--- src/hdl/wwd_defs.vh ---
// Constants for the windowed watchdog timer: offsets, fields, keys, reset values.
`ifndef WWD_DEFS_VH
`define WWD_DEFS_VH
// Register byte offsets.
`define WWD_OFF_CTRL      12'h000
`define WWD_OFF_CLEAR     12'h004
`define WWD_OFF_STATUS    12'h008
`define WWD_OFF_VERSION   12'h3FC
// Key field and key values.
`define WWD_KEY_MSB       31
`define WWD_KEY_LSB       24
`define WWD_KEY_FIRST     8'h55
`define WWD_KEY_SECOND    8'hAA
// Control word field positions.
`define WWD_F_EN          0
`define WWD_F_DIS_AFTER_RST 1
`define WWD_F_MODE        2
`define WWD_F_LOCK        3
`define WWD_F_CALDONE     7
`define WWD_F_PSEL_LSB    8
`define WWD_F_PSEL_MSB    12
`define WWD_F_CLK_EN      16
`define WWD_F_CLK_SRC     17
`define WWD_F_TBAN_LSB    18
`define WWD_F_TBAN_MSB    22
// Control word as read after a cold reset once calibration is done, and reset value of the status word.
`define WWD_CTRL_RESET    32'h00010080
`define WWD_STATUS_RESET  2'h3
// Timeout select given by the auto-enable fuse (period above 100 ms).
`define WWD_AUTO_PSEL     5'h11
// Last count of counter clock ticks before an enable change lands (four ticks in all).
`define WWD_SYNC_CYCLES   3'h3
// AXI response codes.
`define WWD_RESP_OKAY     2'h0
`define WWD_RESP_SLVERR   2'h2
`endif

--- src/hdl/wwd_timer.v ---
// Windowed watchdog timer with keyed control, keyed clear and an AXI4-Lite slave.
//
// Implementation choices: the AXI4-Lite register port and the address map.
`timescale 1ns/1ps
`include "wwd_defs.vh"
// Functional notes
// - Control write needs keys 0x55 then 0xAA.
// - Non-watchdog reset enables clock, selects RC.
// - Basic mode timeout is 2^(psel+1).
// - Enable read-back follows synchronised state.
// - Clear, control write, timeout zero counter.
// - Clear-done drops on clear; ignores clears.
// - Clear needs keys 0x55 then 0xAA.
// - Timeout clears counter, requests chip reset.
// - Disable-after-reset drops only enable bit.
// - Fuse and no calibration block disable-after-reset.
// - Window timeout is ban plus timeout.
// - Clear inside ban period causes reset.
// - Clear after ban restarts from zero.
// - Control change clears counter without reset.
// - Mode changes only while disabled.
// - Disable by enable zero, others unchanged.
// - Fuse enables basic mode, RC, long period.
// - Calibration redone unless done at watchdog reset.
// - Lock ignores control writes until reset.
// - Enabled watchdog keeps its clock in sleep.
// - Counter frozen in debug unless both run.
module wwd_timer #(
    parameter CNT_W = 32,             // Width of the watchdog counter.
    parameter [31:0] VERSION_ID = 32'h00000001 // Arbitrary version value.
) (
    input  wire        aclk,
    input  wire        aresetn,
    input  wire        watchdog_reset_cause,  // Last reset came from the watchdog.
    input  wire        auto_enable_fuse,      // Fuse that enables the watchdog at reset.
    input  wire        calibration_complete,  // Pulse when flash calibration finishes.
    input  wire        internal_rc_osc,       // RC oscillator tick (asynchronous).
    input  wire        slow_crystal_osc,      // Crystal oscillator tick (asynchronous).
    input  wire        debug_halt,            // CPU is halted in debug.
    input  wire        run_in_debug,          // Global run-in-debug setting.
    input  wire        periph_debug_run,      // Per-peripheral debug-run setting.
    input  wire [11:0] s_axi_awaddr,
    input  wire        s_axi_awvalid,
    output wire        s_axi_awready,
    input  wire [31:0] s_axi_wdata,
    input  wire [3:0]  s_axi_wstrb,
    input  wire        s_axi_wvalid,
    output wire        s_axi_wready,
    output reg  [1:0]  s_axi_bresp,
    output reg         s_axi_bvalid,
    input  wire        s_axi_bready,
    input  wire [11:0] s_axi_araddr,
    input  wire        s_axi_arvalid,
    output wire        s_axi_arready,
    output reg  [31:0] s_axi_rdata,
    output reg  [1:0]  s_axi_rresp,
    output reg         s_axi_rvalid,
    input  wire        s_axi_rready,
    output reg         watchdog_reset_req,    // One-cycle request to the reset controller.
    output wire        keep_clock_in_sleep    // Sleep controller must keep counter clock.
);

// =====================================================================
// Counter clock tick synchronisers
// =====================================================================
reg  [2:0] rc_sync_q;     // Stage 0 and 1 synchronise, stage 2 detects edges.
reg  [2:0] xt_sync_q;     // Same for the crystal source.

// Two flip-flops before any logic, then an edge detector on the settled copy.
always @(posedge aclk) begin
    if (!aresetn) begin
        rc_sync_q <= 3'h0;
        xt_sync_q <= 3'h0;
    end else begin
        // Shift in the raw oscillator levels.
        rc_sync_q <= {rc_sync_q[1:0], internal_rc_osc};
        xt_sync_q <= {xt_sync_q[1:0], slow_crystal_osc};
    end
end

// =====================================================================
// Control word and status
// =====================================================================
reg              en_q;         // Enable as written by software.
reg              en_eff_q;     // Enable as seen in the counter domain.
reg              disable_after_reset_q;      // Disable after reset.
reg              mode_q;       // Zero basic, one window.
reg              lock_q;       // Control word locked.
reg              caldone_q;    // Flash calibration done.
reg  [4:0]       psel_q;       // Timeout select.
reg              counter_clock_enable_q;     // Counter clock enable as written.
reg              counter_clock_enable_eff_q; // Counter clock enable as synchronised.
reg              counter_clock_source_q;     // Zero selects RC, one crystal.
reg  [4:0]       tban_q;       // Ban select.
reg              ctrl_armed_q; // First control key seen.
reg  [31:0]      ctrl_first_q; // First control write, checked against second.
reg              clr_armed_q;  // First clear key seen.
reg              cleared_q;    // Clear-done status.
reg              clr_pend_q;   // Clear waiting for the counter domain.
reg  [2:0]       sync_cnt_q;   // Ticks until a pending change lands.
reg  [CNT_W-1:0] count_q;      // The watchdog counter.
reg              restart_q;    // Counter must restart after a control change.

// Selected counter clock tick, gated by the synchronised clock enable.
// Edge detect: stage 1 is already high while stage 2 is still low.
wire rc_edge = rc_sync_q[1] & ~rc_sync_q[2];
wire xt_edge = xt_sync_q[1] & ~xt_sync_q[2];
wire tick    = counter_clock_enable_eff_q && (counter_clock_source_q ? xt_edge : rc_edge);
wire frozen = debug_halt && !(run_in_debug && periph_debug_run);
assign keep_clock_in_sleep = en_eff_q;

// Two raised to (sel plus one) in CNT_W+1 bits; a larger shift gives zero.
function [CNT_W:0] wwd_pow2;
    input [4:0] sel;
    begin
        wwd_pow2 = {{CNT_W{1'b0}}, 1'b1} << ({1'b0, sel} + 6'h01);
    end
endfunction

wire [CNT_W:0] ban_len  = mode_q ? wwd_pow2(tban_q) : {(CNT_W+1){1'b0}};
wire [CNT_W:0] total    = ban_len + wwd_pow2(psel_q);
wire           in_ban   = ({1'b0, count_q} < ban_len);
wire [1:0]     status   = {cleared_q, ~in_ban};

// =====================================================================
// AXI4-Lite write channel
// =====================================================================
reg        aw_hold_q;            // Write address accepted.
reg        w_hold_q;             // Write data accepted.
reg [11:0] aw_addr_q;            // Held write address.
reg [31:0] w_data_q;             // Held write data.

// Each half is taken once and refused while the response is pending.
assign s_axi_awready = !aw_hold_q && !s_axi_bvalid;
assign s_axi_wready  = !w_hold_q && !s_axi_bvalid;
wire   wr_go   = aw_hold_q && w_hold_q;
// Key field decode of the held write data.
wire   key1    = w_data_q[`WWD_KEY_MSB:`WWD_KEY_LSB] == `WWD_KEY_FIRST;
wire   key2    = w_data_q[`WWD_KEY_MSB:`WWD_KEY_LSB] == `WWD_KEY_SECOND;
wire   ctrl_wr = wr_go && (aw_addr_q[11:2] == `WWD_OFF_CTRL >> 2);
wire   clr_wr  = wr_go && (aw_addr_q[11:2] == `WWD_OFF_CLEAR >> 2);
wire   ctrl_ok = ctrl_wr && key2 && ctrl_armed_q && !lock_q &&
                 (w_data_q[23:0] == ctrl_first_q[23:0]);
wire   clr_ok  = clr_wr && key2 && clr_armed_q && w_data_q[0] && cleared_q;
// Only the three working registers accept writes.
wire   mapped  = (aw_addr_q[11:2] <= 10'h002);

// Accepts address and data in either order and answers once both are in.
always @(posedge aclk) begin
    if (!aresetn) begin
        aw_hold_q    <= 1'b0;
        w_hold_q     <= 1'b0;
        aw_addr_q    <= 12'h000;
        w_data_q     <= 32'h00000000;
        s_axi_bvalid <= 1'b0;
        s_axi_bresp  <= `WWD_RESP_OKAY;
    end else begin
        // Address taken; it waits here until the data has arrived too.
        if (s_axi_awvalid && s_axi_awready) begin
            aw_hold_q <= 1'b1;
            aw_addr_q <= s_axi_awaddr;
        end
        // Data taken; it waits here until the address has arrived too.
        if (s_axi_wvalid && s_axi_wready) begin
            w_hold_q <= 1'b1;
            w_data_q <= s_axi_wdata;
        end
        // Both halves held: the write acts now and the response rises.
        if (wr_go) begin
            aw_hold_q    <= 1'b0;
            w_hold_q     <= 1'b0;
            s_axi_bvalid <= 1'b1;
            s_axi_bresp  <= mapped ? `WWD_RESP_OKAY : `WWD_RESP_SLVERR;
        // The response stands until the master takes it.
        end else if (s_axi_bvalid && s_axi_bready) begin
            s_axi_bvalid <= 1'b0;
        end
    end
end

// =====================================================================
// Control word, key tracking and counter
// =====================================================================
// A watchdog event in this cycle (timeout or clear in ban).
reg wd_event;

always @* begin
    // No event unless one of the two causes below is present.
    wd_event = 1'b0;
    if (en_eff_q && tick && !frozen && !restart_q &&
        ({1'b0, count_q} + {{CNT_W{1'b0}}, 1'b1} >= total)) begin
        wd_event = 1'b1;
    end
    if (clr_ok && en_eff_q && mode_q && in_ban) begin
        wd_event = 1'b1;
    end
end

// Holds the control word; reset values depend on reset cause and fuse.
always @(posedge aclk) begin
    if (!aresetn) begin
        lock_q       <= 1'b0;
        ctrl_armed_q <= 1'b0;
        ctrl_first_q <= 32'h00000000;
        clr_armed_q  <= 1'b0;
        restart_q    <= 1'b1;
        // Cold reset: settings return to their defaults.
        if (!watchdog_reset_cause) begin
            counter_clock_enable_q <= 1'b1;
            counter_clock_source_q <= 1'b0;
            // Only the fuse may impose anything beyond the defaults.
            disable_after_reset_q  <= 1'b0;
            tban_q    <= 5'h00;
            caldone_q <= 1'b0;
            en_q      <= auto_enable_fuse;
            mode_q    <= 1'b0;
            psel_q    <= auto_enable_fuse ? `WWD_AUTO_PSEL : 5'h00;
        end else begin
            // drop only enable
            // The rest of the word survives so software can see how it was set, except the lock bit, which clears, and mode, which a fused uncalibrated part clears.
            if (disable_after_reset_q) begin
                en_q <= 1'b0;
            end
            if (!caldone_q && auto_enable_fuse) begin
                en_q   <= 1'b1;
                mode_q <= 1'b0;
            end
        end
    end else begin
        // The restart request lasts one cycle.
        restart_q <= 1'b0;
        if (calibration_complete) begin
            caldone_q <= 1'b1;
        end
        // Any control write arms or disarms the key sequence.
        if (ctrl_wr) begin
            ctrl_armed_q <= key1 && !lock_q;
            ctrl_first_q <= w_data_q;
        end
        // Any clear write arms or disarms the clear sequence.
        if (clr_wr) begin
            clr_armed_q <= key1 && w_data_q[0];
        end
        // A complete keyed pair updates the control word.
        if (ctrl_ok) begin
            en_q    <= w_data_q[`WWD_F_EN];
            // fuse blocks disable
            // A fused watchdog may not set disable-after-reset before calibration ends.
            if (!(auto_enable_fuse && !caldone_q && w_data_q[`WWD_F_DIS_AFTER_RST])) begin
                disable_after_reset_q <= w_data_q[`WWD_F_DIS_AFTER_RST];
            end
            if (!en_eff_q && !en_q) begin
                mode_q <= w_data_q[`WWD_F_MODE];
            end
            lock_q  <= w_data_q[`WWD_F_LOCK];
            psel_q  <= w_data_q[`WWD_F_PSEL_MSB:`WWD_F_PSEL_LSB];
            // Clock enable and source; software stops the clock before a swap.
            counter_clock_enable_q <= w_data_q[`WWD_F_CLK_EN];
            counter_clock_source_q <= w_data_q[`WWD_F_CLK_SRC];
            tban_q  <= w_data_q[`WWD_F_TBAN_MSB:`WWD_F_TBAN_LSB];
            restart_q <= 1'b1;
        end
    end
end

// Synchronises enable and clear into counter time; clock enable lags one system cycle.
always @(posedge aclk) begin
    if (!aresetn) begin
        en_eff_q    <= 1'b0;
        counter_clock_enable_eff_q <= 1'b1;
        cleared_q   <= 1'b1;
        clr_pend_q  <= 1'b0;
        sync_cnt_q  <= 3'h0;
        count_q     <= {CNT_W{1'b0}};
        watchdog_reset_req <= 1'b0;
    end else begin
        watchdog_reset_req <= 1'b0;
        // Clock enable lands on the next system cycle since the source may stop.
        counter_clock_enable_eff_q <= counter_clock_enable_q;
        // enable after synchronisation
        // A stopped counter clock freezes the hand-over, so a disable never lands.
        if (en_q != en_eff_q && counter_clock_enable_eff_q) begin
            if (tick) begin
                if (sync_cnt_q == `WWD_SYNC_CYCLES) begin
                    en_eff_q   <= en_q;
                    sync_cnt_q <= 3'h0;
                end else begin
                    sync_cnt_q <= sync_cnt_q + 3'h1;
                end
            end
        end
        if (clr_ok && !(mode_q && in_ban && en_eff_q)) begin
            cleared_q  <= 1'b0;
            clr_pend_q <= 1'b1;
        end
        // A control change restarts the count and outranks everything else.
        if (restart_q) begin
            count_q <= {CNT_W{1'b0}};
        end else if (wd_event) begin
            count_q <= {CNT_W{1'b0}};
            watchdog_reset_req <= 1'b1;
        end else if (clr_pend_q && tick) begin
            count_q    <= {CNT_W{1'b0}};
            clr_pend_q <= 1'b0;
            cleared_q  <= 1'b1;
        end else if (en_eff_q && tick && !frozen) begin
            // Normal counting on each selected tick.
            count_q <= count_q + {{(CNT_W-1){1'b0}}, 1'b1};
        end
    end
end

// =====================================================================
// AXI4-Lite read channel
// =====================================================================
// One read at a time: a new address waits until the data is taken.
assign s_axi_arready = !s_axi_rvalid;

// Returns one word per read; key field reads zero.
always @(posedge aclk) begin
    if (!aresetn) begin
        s_axi_rvalid <= 1'b0;
        s_axi_rdata  <= 32'h00000000;
        s_axi_rresp  <= `WWD_RESP_OKAY;
    // Address taken: data and response are registered for the next cycle.
    end else if (s_axi_arvalid && s_axi_arready) begin
        s_axi_rvalid <= 1'b1;
        s_axi_rresp  <= `WWD_RESP_OKAY;
        case (s_axi_araddr[11:2])
            // Control word with enable and clock enable as synchronised.
            `WWD_OFF_CTRL >> 2:
                s_axi_rdata <= {9'h000, tban_q, counter_clock_source_q,
                                counter_clock_enable_eff_q, 3'h0, psel_q,
                                caldone_q, 3'h0, lock_q, mode_q,
                                disable_after_reset_q, en_eff_q};
            // The clear register is write-only and reads zero.
            `WWD_OFF_CLEAR >> 2:   s_axi_rdata <= 32'h00000000;
            `WWD_OFF_STATUS >> 2:  s_axi_rdata <= {30'h00000000, status};
            `WWD_OFF_VERSION >> 2: s_axi_rdata <= VERSION_ID;
            // Unmapped words answer with an error.
            default: begin
                s_axi_rdata <= 32'h00000000;
                s_axi_rresp <= `WWD_RESP_SLVERR;
            end
        endcase
    end else if (s_axi_rvalid && s_axi_rready) begin
        s_axi_rvalid <= 1'b0;
    end
end

endmodule // wwd_timer

--- config.mk ---
export PLATFORM = sky130hd
export DESIGN_NAME = wwd_timer
export DESIGN_NICKNAME = d
export VERILOG_FILES = /design/src/hdl/wwd_timer.v
export VERILOG_INCLUDE_DIRS = /design/src /design/src/hdl
export SDC_FILE = /design/constraint.sdc
export NUM_CORES = 1
export LEC_CHECK = 0
export BUFFER_PORTS_ARGS = -buffer_cell sky130_fd_sc_hd__buf_2
export CORE_ASPECT_RATIO = 1.4
export CORE_MARGIN = 10
export CORE_UTILIZATION = 39
export DETAILED_ROUTE_END_ITERATION = 12
export PLACE_DENSITY = 0.55
export SLEW_MARGIN = 20
export SYNTH_ARGS = -nofsm -noshare
export SYNTH_HDL_FRONTEND = slang
export SYNTH_SLANG_ARGS = --single-unit
--- constraint.sdc ---
create_clock -name aclk -period 9.2 [get_ports aclk]
set_clock_uncertainty 0.1 [all_clocks]
set_input_delay 2.76 -clock aclk [delete_from_list [all_inputs] [get_ports aclk]]
set_output_delay 2.76 -clock aclk [all_outputs]
set_load 0.01 [all_outputs]
==> results.md <==
- Worst R2R End: count_q[2]$_SDFFE_PP0P_
- Sequential area share after synthesis: 0.313
- Yosys top cell area share: 0.267
- Final WS setup: 2570 ps
- Gr usage total: 0.166
- Antenna Diode Count: 0
- Yosys reg bits: between 150 and 200
- Synth Area in Simple Gates: 0.258
- Crit Path Class: register to register
- Synthesized area: 0.0104 mm²
- GRT Residual Overflow: 0
- First-pass DRT Iterations: 4
- Fillers: approximately 2700
- Setup crit end kind: register
- Clock Tree Buf Depth: 2
- R2R depth: 22
- TritonCTS clock tree: done
- Adder-cell share of the synthesized area: 0.121
- Share of flip-flops with an asynchronous set or reset: 0
- CP endpoint: count_q[2]$_SDFFE_PP0P_
- Largest net degree at the start of global routing: approximately 110
- Root Driver: clkbuf_16
- Most common cell in the netlist: nand2_1
- WP buf/inv: 2
- Final setup fails: 0
- Vias/cell: around 5
- Sw Ratio: 0.276
- Fin crit period: 6630 ps
- Share of power burned in registers: 0.471
- Vias in the first global route: approximately 8800
- Tot Pwr: about 1.5 mW
- Hpwl dp: around 22000 µm
- Skew-Pair Late Insertion Delay: 430 ps
- Drt wl/cell: 16.2 µm
- Postcts setup bufs: 0
- Ys Warns: 0
- Worst slew pin tran: approximately 1100 ps
- Hold WS: between 300 and 400 ps
- Std cell rows: 70
- Post-synth top cells: nand2_1, dfxtp_1, nor2_1
- Pre-CTS setup slack: approximately 2500 ps
- Final wirelength: around 28000 µm
- Vias: just under 9000
- Layout area overhead: 11.6%
- CP Max Fanout: 32
- RD Place Congestion: 0.901
- Arr. time, crit path: 6840 ps
- Worst path cell trace: and3_1 -> nor3_1 -> nand2_1 -> inv_1 -> ha_1 -> a21o_1 -> a221oi_1 -> o21ai_1 -> a21oi_1 -> o21ai_1 -> a41oi_1 -> xnor2_1 -> ha_1 -> a21oi_1 -> o21ai_0 -> a221oi_1 -> a2111oi_0 -> o21ai_0 -> a211o_1 -> nand4b_1 -> buf_4 -> nor2_1
- Tcrit/Tclk final: 0.721
- Die height: around 210 µm
- IO Pins: approximately 120
- Combinational family with the most area after synthesis: simple AND/OR/NAND/NOR gates
- Hold Crit Class: register to register
- Distinct cell type count after synthesis: 71
- Main flop type after synthesis: dfxtp_1
- Final-report hold violation count: 0
- Complex-gate fraction of the synthesized area: 0.160
- Die ar.: 0.0338 mm²
- Crit-path leading delay family: compound AO/OA/AOI/OAI gates
- DRT antenna net count: 0
- Reg2reg setup slack: 2570 ps
- Nets: about 1600
- Worst EP required: 9410 ps
- Startpoint types: register
- Share of layout cells above drive strength 1: 0.0998
- RSZ-0062 raised after global routing: false
- Net Switching: about 0.42 mW
- Number of enable flip-flop cells after synthesis: 16
- Final Max Slew Viols: 0
- Post-Synth XOR/XNOR Area: 0.0965
- GR Util met1: 0.186
- Inserted Clock Buffers: 17
- CP max stage delay: ~730 ps
- Initial antenna violation count: 0
- # DRC: 0
- Initial Util: 0.397
- Core area: between 0.02 and 0.03 mm²
- Comb pwr share: 0.091
- Worst-path clk slew: 70 ps
- Placement Cell Area: between 0.01 and 0.015 mm²
- Number of max-cap violations: 0
- Gr busiest metal: met2
- Synth Instances: approximately 1300
- Critical path's slowest cell: a2111oi_0
- Routing usage on met2: 0.307
- Avg Inst Size Synth: 7.93 µm²
- Post-synthesis mux area share: 0.000959
- First-pass GRT wire length: 44800 µm
- Post-CTS Hold Buffers: 0
- Worst relative slew slack: 0.285
- CTS H-tree lvls: 4
- Static Leakage: between 5 and 6 nW
- Area contributors post-synth: dfxtp_1, ha_1, nand2_1
- Worst Setup SP: tban_q[2]$_SDFFCE_PN0P_
- Final instance area: between 0.01 and 0.015 mm²
- Worst reg2reg path startpoint: tban_q[2]$_SDFFCE_PN0P_
- Status: finished, final reports clean
- Die width: ~160 µm
- Max Clock Freq: 151 MHz
- Cell taking the most area after synthesis: dfxtp_1
- # clock sinks: approximately 160
- First DRT Iteration DRCs: about 360
- Sum Neg Setup Slack: 0 ps
- M3 GR Usage: 0.0299
- Clock Power Share: 0.438
- Crit path depth: 22
- CTS resizes: 0
- Internal: between 1 and 1.5 mW
- VDD IR-drop max: 116 µV
- Buffers on Ports: 92
- Power per cell area: around 130 mW/mm²
-- flip-flops by register name, indices dropped and copies added (netlist names), 3 cells and up --
register / cells
ctrl_first_q: 24
xt_sync_q: 3
sync_cnt_q: 3
rc_sync_q: 3
aw_addr_q: 10
w_data_q: 32
tban_q: 5
s_axi_rdata: 17
psel_q: 5
count_q: 32
-- worst min path at each step --
stage          cells after the start                            startpoint                                     to  slack [ps]
2_1_floorplan                      1  counter_clock_enable_q$_SDFFCE_PN1P_  counter_clock_enable_eff_q$_SDFF_PN1_         300
3_3_place_gp                       1  counter_clock_enable_q$_SDFFCE_PN1P_  counter_clock_enable_eff_q$_SDFF_PN1_         310
3_5_place_dp                       1  counter_clock_enable_q$_SDFFCE_PN1P_  counter_clock_enable_eff_q$_SDFF_PN1_         320
4_1_cts                            2            sync_cnt_q[2]$_SDFFE_PN0P_             sync_cnt_q[2]$_SDFFE_PN0P_         330
5_1_grt                            1               rc_sync_q[0]$_SDFF_PN0_                rc_sync_q[1]$_SDFF_PN0_         350
6_report                           1  counter_clock_enable_q$_SDFFCE_PN1P_  counter_clock_enable_eff_q$_SDFF_PN1_         330
-- area by class of cell --
cell class	count	area, µm²	area share
repair buffers	96	493	0.0423
clock buffers	17	425	0.0365
flip-flops and latches	155	3260	0.280
clock inverters	15	134	0.0115
well taps	324	405	0.0348
multi-input cells	1056	6730	0.578
inverters	54	203	0.0174
-- metal layers --
metal  wire length, µm  part of all wire
met1             11800              0.42
met4               728             0.026
met5                 0                 0
met2             14600              0.52
met3               838             0.030
-- power groups by stage --
stage	sequential (mW)	clock (mW)	combinational (mW)
5_1_grt	0.729	0.718	0.159
3_5_place_dp	0.741	0	0.143
2_1_floorplan	0.732	0	0.103
4_1_cts	0.725	0.694	0.143
6_report	0.725	0.673	0.140
3_3_place_gp	0.740	0	0.141
-- per-stage QoR --
| stage | utilization | cells |
|---|---|---|
| after global routing | 0.444 | 1717 |
| after floorplan | - | 1334 |
| final | 0.444 | 1717 |
| after CTS | 0.444 | 1717 |
| after global placement | 0.422 | 1685 |
| after detailed placement | 0.422 | 1685 |
-- placed cells by master, fill, tap and decap left out, types with 4 or more instances in the layout --
cell	n
a211oi_1	5
and4_1	4
nor2b_1	23
xnor2_1	66
a21o_1	21
a211o_1	4
and3_1	16
nand2_1	249
edfxtp_1	16
and2_1	25
o21ai_0	18
o211ai_1	4
a21boi_1	68
o21ai_1	6
nor3_1	17
nor4_1	13
buf_2	91
a21oi_1	56
xor2_1	49
nand2b_1	15
a22oi_1	15
nor3b_1	4
nor4bb_1	4
or3_1	8
a31oi_1	7
nand3_1	33
nor2_1	128
conb_1	19
buf_4	5
clkbuf_16	17
ha_1	99
dfxtp_1	139
nand4_1	18
inv_1	53
-- worst register-to-register path: stages, from the launching register on --
cell       delay [ps]
edfxtp_1          520
and3_1            320
nor3_1            670
nand2_1           190
inv_1             110
ha_1              300
a21o_1            210
a221oi_1          400
o21ai_1           130
a21oi_1           350
o21ai_1           140
a41oi_1           260
xnor2_1            90
ha_1              290
a21oi_1            70
o21ai_0           240
a221oi_1          200
a2111oi_0         730
o21ai_0           280
a211o_1           360
nand4b_1          110
buf_4             340
nor2_1            110
-- logic make-up (layout without fill, tap and decap cells) --
family	after synthesis	after routing
mux	1	1
other cells	1	19
buf+inv	123	182
fa+ha+maj	100	100
compound gates	240	240
flops	155	155
simple gates	581	581
xor+xnor	115	115
Power figures use the tool's default switching activity.
